[config.mk]
export PLATFORM = sky130hd
export DESIGN_NAME = gripper_move_command_interface
export DESIGN_NICKNAME = d
export VERILOG_FILES = /design/src/logic/gripper_pkg.sv /design/src/logic/gripper_gap_timer.sv /design/src/logic/gripper_move_command_interface.sv
export SDC_FILE = /design/constraint.sdc
export NUM_CORES = 2
export LEC_CHECK = 0
export ABC_CLOCK_PERIOD_IN_PS = 33400
export BUFFER_PORTS_ARGS = -buffer_cell sky130_fd_sc_hd__buf_2
export CAP_MARGIN = 20
export CELL_PAD_IN_SITES_DETAIL_PLACEMENT = 0
export CELL_PAD_IN_SITES_GLOBAL_PLACEMENT = 1
export CORE_ASPECT_RATIO = 1.4
export CORE_MARGIN = 4
export CORE_UTILIZATION = 45
export CTS_CLUSTER_DIAMETER = 40
export CTS_CLUSTER_SIZE = 24
export DETAILED_ROUTE_END_ITERATION = 10
export PLACE_DENSITY_LB_ADDON = 0.1
export SKIP_CTS_REPAIR_TIMING = 1
export SYNTH_ARGS = -nofsm -noshare
export SYNTH_HDL_FRONTEND = slang
export SYNTH_SLANG_ARGS = --single-unit
[constraint.sdc]
create_clock -name pclk -period 33.4 [get_ports pclk]
set_input_delay 1.67 -clock pclk [delete_from_list [all_inputs] [get_ports pclk]]
set_output_delay 1.67 -clock pclk [all_outputs]
set_load 0.01 [all_outputs]
[src/logic/gripper_pkg.sv]
// shared constants for the gripper move command interface
package gripper_pkg;
  // timing
  localparam int unsigned CLK_PERIOD_NS     = 10;
  localparam int unsigned GAP_TIME_MS       = 10;
  localparam int unsigned GAP_CYCLES        = (GAP_TIME_MS * 1000000) / CLK_PERIOD_NS;
  localparam int unsigned CYCLE_TIME_MS     = 5;
  localparam int unsigned EXCH_CYCLES       = (CYCLE_TIME_MS * 1000000) / CLK_PERIOD_NS;
  localparam int unsigned STROKE_CYCLES     = 100000;
  localparam int unsigned READY_CYCLES      = 1000;
  // jaw position range
  localparam logic [15:0] JAW_MIN           = 16'h0000;
  localparam logic [15:0] JAW_MAX           = 16'h0fa0;
  localparam logic [15:0] JAW_RESET         = 16'h0000;
  // command bits encodings
  localparam logic [15:0] CMD_DATA_TRANSFER = 16'h0001;
  localparam logic [15:0] CMD_MOVE_OUTER    = 16'h0100;
  localparam logic [15:0] CMD_MOVE_INNER    = 16'h0200;
  localparam logic [15:0] CMD_ERROR_RESET   = 16'h8000;
  // state flag bit positions
  localparam int unsigned FLAG_MOVING       = 0;
  localparam int unsigned FLAG_AT_OUTER     = 8;
  localparam int unsigned FLAG_AT_INNER     = 9;
  localparam int unsigned FLAG_HANDSHAKE    = 12;
  localparam int unsigned FLAG_ERROR        = 13;
  // diagnosis codes
  localparam logic [15:0] DIAG_NONE         = 16'h0000;
  localparam logic [15:0] DIAG_BAD_COMMAND  = 16'h0001;
  localparam logic [15:0] DIAG_BOTH_INPUTS  = 16'h0002;
  // apb register byte addresses
  localparam logic [11:0] ADDR_CMD          = 12'h000;
  localparam logic [11:0] ADDR_PARAM        = 12'h004;
  localparam logic [11:0] ADDR_TEACH        = 12'h008;
  localparam logic [11:0] ADDR_STATE        = 12'h00c;
  localparam logic [11:0] ADDR_DIAG         = 12'h010;
  localparam logic [11:0] ADDR_JAW          = 12'h014;
  localparam logic [11:0] ADDR_ANALOG       = 12'h018;
  // motion states
  typedef enum logic [1:0] {ST_BOOT, ST_REST, ST_OPENING, ST_CLOSING} motion_e;
endpackage

[src/logic/gripper_gap_timer.sv]
// down counter that reports when a programmed interval has elapsed
`timescale 1ns/100ps
`default_nettype none
module gripper_gap_timer
  import gripper_pkg::*;
#(
  parameter int unsigned COUNT = 1000
) (
  // clock and reset
  input  wire logic pclk,
  input  wire logic presetn,
  // control
  input  wire logic restart,
  output logic      done
);
  localparam int unsigned W = $clog2(COUNT + 1);
  logic [W-1:0] cnt_reg;
  logic [W-1:0] cnt_next;

  // restart reloads, otherwise count to zero and stay
  always_comb begin
    cnt_next = cnt_reg;
    if (restart) begin
      cnt_next = W'(COUNT);
    end else if (cnt_reg != '0) begin
      cnt_next = cnt_reg - 1'b1;
    end
  end

  // reset loads the full count so the interval also covers power-up
  always_ff @(posedge pclk or negedge presetn) begin
    if (!presetn) begin
      cnt_reg <= W'(COUNT);
    end else begin
      cnt_reg <= cnt_next;
    end
  end

  assign done = (cnt_reg == '0);
endmodule
`default_nettype wire

[src/logic/gripper_move_command_interface.sv]
// gripper command interface: discrete inputs, process image over apb, jaw model
//
// The implementer's own choices: the APB register port and the address map.
`timescale 1ns/100ps
`default_nettype none
module gripper_move_command_interface
  import gripper_pkg::*;
#(
  parameter int unsigned GAP_COUNT    = GAP_CYCLES,
  parameter int unsigned EXCH_COUNT   = EXCH_CYCLES,
  parameter int unsigned STROKE_COUNT = STROKE_CYCLES
) (
  // clock and reset
  input  wire logic        pclk,
  input  wire logic        presetn,
  // apb slave
  input  wire logic        psel,
  input  wire logic        penable,
  input  wire logic        pwrite,
  input  wire logic [11:0] paddr,
  input  wire logic [31:0] pwdata,
  output logic      [31:0] prdata,
  output logic             pready,
  output logic             pslverr,
  // discrete command inputs
  input  wire logic        open_command_input,
  input  wire logic        close_command_input,
  // indicators and outputs
  output logic             ready_led,
  output logic      [15:0] analog_level,
  output logic             image_update
);
  // state
  motion_e     state_reg, state_next;
  logic [15:0] jaw_reg, jaw_next;
  logic [15:0] jaw_start_reg, jaw_start_next;
  logic [15:0] jaw_target, ramp_span, ramp_step, ramp_pos;
  logic [31:0] stroke_reg, stroke_next;
  logic [15:0] command_bits_reg, command_bits_next;
  logic [7:0]  gripping_profile_select_reg, gripping_profile_select_next;
  logic [7:0]  recipe_select_reg, recipe_select_next;
  logic [15:0] learned_part_location_reg, learned_part_location_next;
  logic [7:0]  clamp_strength_reg, clamp_strength_next;
  logic [7:0]  location_window_reg, location_window_next;
  logic [15:0] state_flags_reg, state_flags_next;
  logic [15:0] diag_reg, diag_next;
  logic [31:0] prdata_reg, prdata_next;
  logic [31:0] exch_reg, exch_next;
  logic        open_d_reg, close_d_reg;
  logic        upd_reg, upd_next;
  logic        gap_done, gap_restart, boot_done;
  logic        apb_wr, apb_rd, addr_ok;
  logic        cmd_legal;

  // low interval timer, restarted whenever either input is high
  gripper_gap_timer #(.COUNT(GAP_COUNT)) u_gap (
    .pclk    (pclk),
    .presetn (presetn),
    .restart (gap_restart),
    .done    (gap_done)
  );

  // start-up delay before commands are accepted
  gripper_gap_timer #(.COUNT(READY_CYCLES)) u_boot (
    .pclk    (pclk),
    .presetn (presetn),
    .restart (1'b0),
    .done    (boot_done)
  );

  assign gap_restart = open_command_input | close_command_input;
  assign apb_wr      = psel & penable & pwrite;
  // reads are fetched in the setup cycle so the word stands in the access cycle
  assign apb_rd      = psel & ~penable & ~pwrite;
  assign pready      = 1'b1;
  // one-hot or zero check on the written command word
  assign cmd_legal   = ((pwdata[15:0] & (pwdata[15:0] - 16'h0001)) == 16'h0000);

  // apb address decode
  always_comb begin
    unique case (paddr)
      ADDR_CMD, ADDR_PARAM, ADDR_TEACH, ADDR_STATE,
      ADDR_DIAG, ADDR_JAW, ADDR_ANALOG: addr_ok = 1'b1;
      default:                          addr_ok = 1'b0;
    endcase
  end
  assign pslverr = psel & penable & ~addr_ok;

  // output image registers, written over apb
  always_comb begin
    command_bits_next            = command_bits_reg;
    gripping_profile_select_next = gripping_profile_select_reg;
    recipe_select_next           = recipe_select_reg;
    learned_part_location_next   = learned_part_location_reg;
    clamp_strength_next          = clamp_strength_reg;
    location_window_next         = location_window_reg;
    if (apb_wr && paddr == ADDR_CMD && cmd_legal) begin
      command_bits_next = pwdata[15:0];
    end
    // field order: profile, recipe, strength, window
    if (apb_wr && paddr == ADDR_PARAM) begin
      gripping_profile_select_next = pwdata[7:0];
      recipe_select_next           = pwdata[15:8];
      clamp_strength_next          = pwdata[23:16];
      location_window_next         = pwdata[31:24];
    end
    if (apb_wr && paddr == ADDR_TEACH) begin
      learned_part_location_next = pwdata[15:0];
    end
  end

  // exchange cycle timer; image_update pulses once per cycle
  always_comb begin
    exch_next = exch_reg + 32'h0000_0001;
    upd_next  = 1'b0;
    if (exch_reg >= 32'(EXCH_COUNT - 1)) begin
      exch_next = 32'h0000_0000;
      upd_next  = 1'b1;
    end
  end

  // ramp from where the jaw stood to the end its direction names,
  // so the analogue level never jumps when a stroke begins
  always_comb begin
    jaw_target = (state_reg == ST_OPENING) ? JAW_MAX : JAW_MIN;
    ramp_span  = (jaw_target >= jaw_start_reg) ? (jaw_target - jaw_start_reg)
                                               : (jaw_start_reg - jaw_target);
    ramp_step  = 16'((32'(ramp_span) * stroke_reg) / 32'(STROKE_COUNT));
    ramp_pos   = (jaw_target >= jaw_start_reg) ? (jaw_start_reg + ramp_step)
                                               : (jaw_start_reg - ramp_step);
  end

  // motion state machine
  always_comb begin
    state_next     = state_reg;
    jaw_next       = jaw_reg;
    jaw_start_next = jaw_start_reg;
    stroke_next    = stroke_reg;
    unique case (state_reg)
      ST_BOOT: begin
        if (boot_done) begin
          state_next = ST_REST;
        end
      end
      ST_REST: begin
        // the resting position is where the next stroke starts from
        jaw_start_next = jaw_reg;
        // fresh rising level after the quiet interval only
        if (open_command_input && !open_d_reg && !close_command_input && gap_done) begin
          state_next  = ST_OPENING;
          stroke_next = 32'h0000_0000;
        end else if (close_command_input && !close_d_reg && !open_command_input
                     && gap_done) begin
          state_next  = ST_CLOSING;
          stroke_next = 32'h0000_0000;
        end else if (command_bits_reg == CMD_MOVE_OUTER) begin
          state_next  = ST_OPENING;
          stroke_next = 32'h0000_0000;
        end else if (command_bits_reg == CMD_MOVE_INNER) begin
          state_next  = ST_CLOSING;
          stroke_next = 32'h0000_0000;
        end
        // both inputs high falls through to the apb move word; with no move word set, stay at rest
      end
      ST_OPENING, ST_CLOSING: begin
        // inputs are ignored until the stroke ends
        stroke_next = stroke_reg + 32'h0000_0001;
        if (stroke_reg >= 32'(STROKE_COUNT - 1)) begin
          state_next = ST_REST;
          jaw_next   = (state_reg == ST_OPENING) ? JAW_MAX : JAW_MIN;
        end else begin
          jaw_next = ramp_pos;
        end
      end
    endcase
  end

  // state flags and diagnosis
  always_comb begin
    state_flags_next = state_flags_reg;
    diag_next        = diag_reg;
    state_flags_next[FLAG_MOVING]   = (state_next == ST_OPENING) || (state_next == ST_CLOSING);
    state_flags_next[FLAG_AT_OUTER] = (state_next == ST_REST) && (jaw_next == JAW_MAX);
    state_flags_next[FLAG_AT_INNER] = (state_next == ST_REST) && (jaw_next == JAW_MIN);
    // handshake flag follows the data transfer bit
    state_flags_next[FLAG_HANDSHAKE] = (command_bits_reg == CMD_DATA_TRANSFER);
    if (state_reg == ST_REST && open_command_input && close_command_input) begin
      diag_next = DIAG_BOTH_INPUTS;
    end else if (apb_wr && paddr == ADDR_CMD && !cmd_legal) begin
      diag_next = DIAG_BAD_COMMAND;
    end else if (command_bits_reg == CMD_ERROR_RESET) begin
      diag_next = DIAG_NONE;
    end
    state_flags_next[FLAG_ERROR] = (diag_next != DIAG_NONE);
  end

  // read data mux; zero outside the access cycle of a read
  always_comb begin
    prdata_next = 32'h0000_0000;
    if (apb_rd) begin
      unique case (paddr)
        ADDR_CMD:    prdata_next = {16'h0000, command_bits_reg};
        ADDR_PARAM:  prdata_next = {location_window_reg, clamp_strength_reg,
                                    recipe_select_reg, gripping_profile_select_reg};
        ADDR_TEACH:  prdata_next = {16'h0000, learned_part_location_reg};
        ADDR_STATE:  prdata_next = {16'h0000, state_flags_reg};
        ADDR_DIAG:   prdata_next = {16'h0000, diag_reg};
        ADDR_JAW:    prdata_next = {16'h0000, jaw_reg};
        ADDR_ANALOG: prdata_next = {16'h0000, jaw_reg};
        default:     prdata_next = 32'h0000_0000;
      endcase
    end
  end
  assign prdata = prdata_reg;

  // register all state
  always_ff @(posedge pclk or negedge presetn) begin
    if (!presetn) begin
      state_reg                   <= ST_BOOT;
      jaw_reg                     <= JAW_RESET;
      jaw_start_reg               <= JAW_RESET;
      stroke_reg                  <= 32'h0000_0000;
      command_bits_reg            <= 16'h0000;
      gripping_profile_select_reg <= 8'h00;
      recipe_select_reg           <= 8'h00;
      learned_part_location_reg   <= 16'h0000;
      clamp_strength_reg          <= 8'h00;
      location_window_reg         <= 8'h00;
      state_flags_reg             <= 16'h0000;
      diag_reg                    <= DIAG_NONE;
      prdata_reg                  <= 32'h0000_0000;
      exch_reg                    <= 32'h0000_0000;
      upd_reg                     <= 1'b0;
      open_d_reg                  <= 1'b1; // held-over level at boot never counts as fresh
      close_d_reg                 <= 1'b1;
    end else begin
      state_reg                   <= state_next;
      jaw_reg                     <= jaw_next;
      jaw_start_reg               <= jaw_start_next;
      stroke_reg                  <= stroke_next;
      command_bits_reg            <= command_bits_next;
      gripping_profile_select_reg <= gripping_profile_select_next;
      recipe_select_reg           <= recipe_select_next;
      learned_part_location_reg   <= learned_part_location_next;
      clamp_strength_reg          <= clamp_strength_next;
      location_window_reg         <= location_window_next;
      state_flags_reg             <= state_flags_next;
      diag_reg                    <= diag_next;
      prdata_reg                  <= prdata_next;
      exch_reg                    <= exch_next;
      upd_reg                     <= upd_next;
      open_d_reg                  <= open_command_input;
      close_d_reg                 <= close_command_input;
    end
  end

  // jaw position as linear 0..10 v code
  assign analog_level = jaw_reg;
  assign ready_led    = (state_reg != ST_BOOT);
  assign image_update = upd_reg;
endmodule
`default_nettype wire

* Word-level counts from Yosys, hierarchy flattened
Index checks and enable logic that the tools add are counted.
** Word-level totals
- Flip-flop bits (word level) :: 248
- Output and inout bits :: 52
- Word-level logic and storage cells :: 125
** Cells by class
- Add/subtract/negate cells :: 9
- Multipliers :: 1
- Div/mod/pow operators :: 1
- Order comparisons :: 3
- Equality and inequality tests :: 18
- Multiplexer cells :: 27
- Bitwise gates (word level) :: 10
- Reduce and logical (&&, ||, !) cells :: 37
** Operators by type and width (count)
- 2-to-1 mux 32 bit :: 6
- one-hot mux 32 bit (6 select lines) :: 1
- 2-to-1 mux 16 bit :: 7
- adder 32 x 1 -> 32 bit, second input constant :: 2
- one-hot mux 32 bit (2 select lines) :: 1
- subtractor 16 bit :: 3
- 2-to-1 mux 20 bit :: 2
- equality test 12 x 5 -> 1 bit, second input constant :: 3
- divider 32 x 17 -> 32 bit, second input constant :: 1
- >= comparator 32 x 17 -> 1 bit, second input constant :: 1
- >= comparator 32 x 19 -> 1 bit, second input constant :: 1
- zero test 16 bit :: 2
- multiplier 16 x 32 -> 32 bit :: 1
- equality test 12 x 4 -> 1 bit, second input constant :: 2
- zero test 20 bit :: 1
- nonzero test 20 bit :: 1
- subtractor 20 x 1 -> 20 bit, second input constant :: 1
- adder 16 bit :: 1
- AND 16 bit :: 1
- equality test 16 x 1 -> 1 bit, second input constant :: 1
- equality test 16 x 10 -> 1 bit, second input constant :: 1
- equality test 16 x 12 -> 1 bit, second input constant :: 1
- equality test 16 bit, second input constant :: 1
- equality test 16 x 9 -> 1 bit, second input constant :: 1
- other kinds (26) :: 63

* Logic depth before layout (Yosys ltp)
- Word-level depth :: 12
- Gate-level depth with buffers :: 122
- Depth with buffers taken out :: 107

* By module
Synthesis repeated with hierarchy kept, for this count alone.
** Second synthesis, totals
- Cells, all modules :: 3766
- Area, all modules :: 32244.7 µm²
** By module, submodules not included
- gripper_move_command_interface :: instances 1, cells each 3594, area each 30538.0 µm²
- gripper_gap_timer (u_gap) :: instances 1, cells each 122, area each 1163.6 µm²
- gripper_gap_timer (u_boot) :: instances 1, cells each 50, area each 543.0 µm²

* Least setup slack after synthesis
No wires, ideal clock.
- Path kind :: reg-to-reg
- Start point :: register state_reg[0]
- End point :: register state_flags_reg[9]
- Arrival time :: 25497 ps
- Required time :: 33299 ps
- Setup slack :: 7802 ps
- Cell stages (with the launch flop) :: 106
- Buffers on the path :: 7
- Cell sequence :: dfrtp_1 nand2b_1 inv_1 ha_1 buf_2 and3b_1 o21a_4 o21bai_4 nand2_2 buf_6 o21ai_0 xnor2_1 clkbuf_1 and2_1 fa_1 fa_1 fa_1 fa_1 [... 70 more ...] o21a_1 ha_1 a21o_1 a21o_1 a21o_1 a21oi_1 o21bai_1 a21oi_1 o21bai_1 a21oi_1 o21bai_1 a21oi_1 o21bai_1 a21oi_1 xnor2_1 a22o_1 or4_1 nor4_1
** On the way
- Word-level cells in the longest chain between the ends :: 12
- Elaborated cells on any way between the ends :: 27
** RTL lines
- start: declaration :: RTL line gripper_move_command_interface.sv:34 : motion_e state_reg, state_next;
- start signal: assignment :: RTL line gripper_move_command_interface.sv:237 : state_reg <= state_next;
- equality test 2 bit :: RTL line gripper_move_command_interface.sv:125, gripper_move_command_interface.sv:139
- 2-to-1 mux 12 bit :: RTL line gripper_move_command_interface.sv:125 : jaw_target = (state_reg == ST_OPENING) ? JAW_MAX : JAW_MIN;
- subtractor 16 bit (tied with other cells) :: RTL line gripper_move_command_interface.sv:127 : : (jaw_start_reg - jaw_target);
- 2-to-1 mux 16 bit :: RTL line gripper_move_command_interface.sv:126 : ramp_span = (jaw_target >= jaw_start_reg) ? (jaw_target - jaw_start_reg)
- multiplier 16 x 32 -> 32 bit :: RTL line gripper_move_command_interface.sv:128 : ramp_step = 16'((32'(ramp_span) * stroke_reg) / 32'(STROKE_COUNT));
- divider 32 x 17 -> 32 bit :: RTL line gripper_move_command_interface.sv:128
- subtractor 16 bit / adder 16 bit (equally long branches) :: RTL line gripper_move_command_interface.sv:130, gripper_move_command_interface.sv:129
- 2-to-1 mux 16 bit :: RTL line gripper_move_command_interface.sv:129 : ramp_pos = (jaw_target >= jaw_start_reg) ? (jaw_start_reg + ramp_step)
- 2-to-1 mux 16 bit :: RTL line gripper_move_command_interface.sv:168 : if (stroke_reg >= 32'(STROKE_COUNT - 1)) begin
- 2-to-1 mux 16 bit (*) :: RTL line gripper_move_command_interface.sv:139 : unique case (state_reg)
- via jaw_next[13] :: RTL line gripper_move_command_interface.sv:35 : logic [15:0] jaw_reg, jaw_next;
- zero test 16 bit (*) :: RTL line gripper_move_command_interface.sv:184 : state_flags_next[FLAG_AT_INNER] = (state_next == ST_REST) && (jaw_next == JAW_MIN);
- logical AND 1 bit (*) :: RTL line gripper_move_command_interface.sv:184
- via state_flags_next[9] :: RTL line gripper_move_command_interface.sv:45 : logic [15:0] state_flags_reg, state_flags_next;
- end signal: assignment :: RTL line gripper_move_command_interface.sv:247 : state_flags_reg <= state_flags_next;
- end: declaration :: RTL line gripper_move_command_interface.sv:45
Mark *: on every way through the listed nets, which the timed path passes. The rest lies on a longest branch.
A chain may end at the register's enable or synchronous reset.

* Worst setup path after layout
Ends and elaborated chain as after synthesis.

==> summary.md <==
| Metric | Value |
|---|---|
| Global routing usage summed across all routing layers | 0.249 |
| Placement Setup Slack | 1.93 ns |
| First-pass GRT wire length | 158 mm |
| Boundary Pins | 103 |
| Synth Cell Area | 32,800 um^2 |
| Final wirelength | 97.3 mm |
| Final count of negative-setup-slack endpoints | 0 |
| Total Die Area | 77,200 um^2 |
| Post-detailed-route count of antenna-violating nets | 0 |
| Final critical-path share of the clock period | 0.931 |
| Initial antenna violation count | 0 |
| Num CTS Buffers | 20 |
| Category of the worst setup path launch point | register |
| Via density per instance | 5.86 |
| Critical path required time | 33.82 ns |
| Run status | finished clean |
| Post-detailed-placement half-perimeter wirelength | 75.6 mm |
| Post-route setup TNS | 0 ns |
| Total vias in the final route | 28,000 |
| Drt pass-1 iters | 5 |
| Mapped Avg Cell Area | 8.59 um^2 |
| Height of the die | 327 um |
| PwrDens | 17.0 nW/um^2 |
| Average detailed-routed wire length per instance | 20.3 um |
| Worst vdd ir | 0.0274 mV |
| Weighted congestion reported at the end of routability-driven placement | 0.926 |
| Pin count of the biggest net entering global routing | 101 |
| Number of cell rows | 116 |
| Slew @ Worst Pin | 1.15 ns |
| 1st-iter DRT viols | 1,530 |
| Critical Path AT | 31.52 ns |
| Syn-to-layout area delta | 6.66% |
| Headroom to the max-slew limit | 0.231 |
| Type of element capturing the critical path | register |
| Critical path's most frequent cell | sky130_fd_sc_hd__a21oi_1 |
| Max-capacitance violation count | 0 |
| Max FO, Critical Path | 20 |
| Ant. Diodes | 0 |
| Number of clock sinks seen by CTS | 248 |
| Most frequent standard cell in the layout excluding fill and tap cells | sky130_fd_sc_hd__nand2_1 |
| Worst hold path class | reg2reg |
| Most used cells in the layout excluding fill and tap cells | sky130_fd_sc_hd__nand2_1 (497), sky130_fd_sc_hd__inv_1 (405), sky130_fd_sc_hd__fa_1 (305), sky130_fd_sc_hd__dfrtp_1 (233), sky130_fd_sc_hd__nor2_1 (207) |
| H-tree depth | 1 |
| Cell depth of the worst flop-to-flop path | 99 |
| Via count of the first global-routing pass | 29,100 |
| Final critical-path required period | 31.10 ns |
| Instance count of the mapped netlist | 3,815 |
| RSZ-0062 raised after global routing | no |
| Total core area | 71,800 um^2 |
| Least setup slack across all paths after layout | 2.30 ns |
| Final net count | 4,279 |
| Synth Flop Type | sky130_fd_sc_hd__dfrtp_1 |
| Bufs on Longest Clock Path | 3 |
| Fraction of the yosys area taken by sequential cells | 0.190 |
| Layout cells sized above 1 | 0.120 |
| Clock tree from TritonCTS | yes |
| Post-route non-filler standard cell count | 4,781 |
| Initial Utilization | 0.456 |
| Worst hold path stage count | 1 |
| Total power draw | 593 uW |
| Slew Limit Fails | 0 |
| Count of unresolved DRC violations after routing | 0 |
| Critical Path Max Stage Delay | 0.79 ns |
| Clock-pin slew reported for the worst setup and hold paths after clock tree synthesis | 0.09 ns |
| Number of warnings printed during yosys synthesis | 0 |
| Hold Vio Cnt, Final | 0 |
| Number of enable-type register cells in the synthesized netlist | 0 |
| Width of the die | 236 um |
| Total global routing overflow | 0 |
| Worst clock skew | 0.0296 ns |
| Standard cell with the maximum stage delay on the critical path | sky130_fd_sc_hd__a2111oi_0 |
| #FFs+latches synth | 248 |
| Number of port buffers | 101 |
| Highest attainable clock frequency | 32.2 MHz |
| Leakage Power | 15.9 nW |
| Async SR Flop Fraction | 1.00 |
| Worst skew pair latency | 0.53 ns |
| Number of distinct library cells after synthesis | 155 |
| Placed cell count | 4,742 |
| Path type of the worst setup path | reg2reg |
| Buffer type at the clock tree root | sky130_fd_sc_hd__clkbuf_16 |
==> area by class of cell <==
type | count | area [um^2]
inverter | 406 | 1520
sequential | 248 | 6220
clock inverter | 13 | 201
multi-input combinational | 2991 | 24300
clock buffer | 23 | 553
fill | 6963 | 36900
timing repair buffer | 156 | 952
tap | 944 | 1180
==> synthesized netlist by cell type, types with 31 or more instances <==
cell type                  instances  area share
sky130_fd_sc_hd__mux2i_1          54       0.017
sky130_fd_sc_hd__nor4_1           31      0.0059
sky130_fd_sc_hd__dfrtp_1         233        0.18
sky130_fd_sc_hd__clkbuf_1        125       0.014
sky130_fd_sc_hd__fa_1            305        0.19
sky130_fd_sc_hd__nor2_1          207       0.024
sky130_fd_sc_hd__o21ai_0         168       0.026
sky130_fd_sc_hd__a31oi_1          31      0.0059
sky130_fd_sc_hd__and2_1          181       0.035
sky130_fd_sc_hd__a21oi_1         174       0.027
sky130_fd_sc_hd__ha_1            100       0.038
sky130_fd_sc_hd__xnor2_1         143       0.038
sky130_fd_sc_hd__inv_1           405       0.046
sky130_fd_sc_hd__nor3_1           76       0.012
sky130_fd_sc_hd__mux2_2           84       0.029
sky130_fd_sc_hd__a21o_1           40      0.0092
sky130_fd_sc_hd__nand2b_1         33      0.0063
sky130_fd_sc_hd__nand3_1         119       0.018
sky130_fd_sc_hd__xor2_1           72       0.019
sky130_fd_sc_hd__and3_1           40      0.0076
sky130_fd_sc_hd__nand2_1         497       0.057
==> per-layer routing <==
metal	track usage	share of wire	vias to the layer above
li1	-	-	13000
met1	0.299	0.40	14000
met2	0.464	0.52	818
met3	0.0180	0.039	219
met4	0.0922	0.042	0
met5	0	0	-
==> worst paths after layout <==
path | to | start | slack (ns)
max in group asynchronous | u_gap.cnt_reg[16] | presetn | 30.23
setup reg to reg | state_flags_reg[9] | state_reg[0] | 2.30
setup / recovery | state_flags_reg[9] | state_reg[0] | 2.30
hold / removal | exch_reg[0] | exch_reg[0] | 0.47
min in group asynchronous | location_window_reg[0] | presetn | 1.18
hold reg to reg | exch_reg[0] | exch_reg[0] | 0.47
==> kinds of logic after synthesis <==
logic type,after synthesis,synth area share
simple gates,1363,0.207
compound gates,816,0.182
buf+inv,589,0.0736
fa+ha+maj,416,0.228
flops,248,0.190
xor+xnor,233,0.0683
mux,148,0.0505
other cells,2,0.000229
==> critical path: cells and delay by family (launching register included) <==
kind | cells | cell delay, ns
multiplexers | 5 | 2.19
AO/OA/AOI/OAI | 50 | 14.58
adder cells (fa/ha/maj) | 11 | 5.01
AND/OR/NAND/NOR | 23 | 6.14
buffers and inverters | 5 | 0.52
flip-flops | 1 | 0.44
XOR/XNOR | 5 | 2.02
==> power by group <==
group          leakage (nW)  internal (mW)  switching [mW]
logic                  12.2        0.00624          0.0139
registers              3.35          0.302         0.00111
clock network         0.371          0.143           0.127
==> through the flow <==
stage | area (um^2) | hold WS, ns | util
6_report | 34900 | 0.466 | 0.486
5_1_grt | 34900 | 0.483 | 0.486
4_1_cts | 34900 | 0.467 | 0.485
3_5_place_dp | 34100 | 0.456 | 0.475
3_3_place_gp | 34100 | 0.449 | 0.475
2_1_floorplan | 32800 | 0.432 | -
Note: power is estimated with default switching activity, not from simulation.
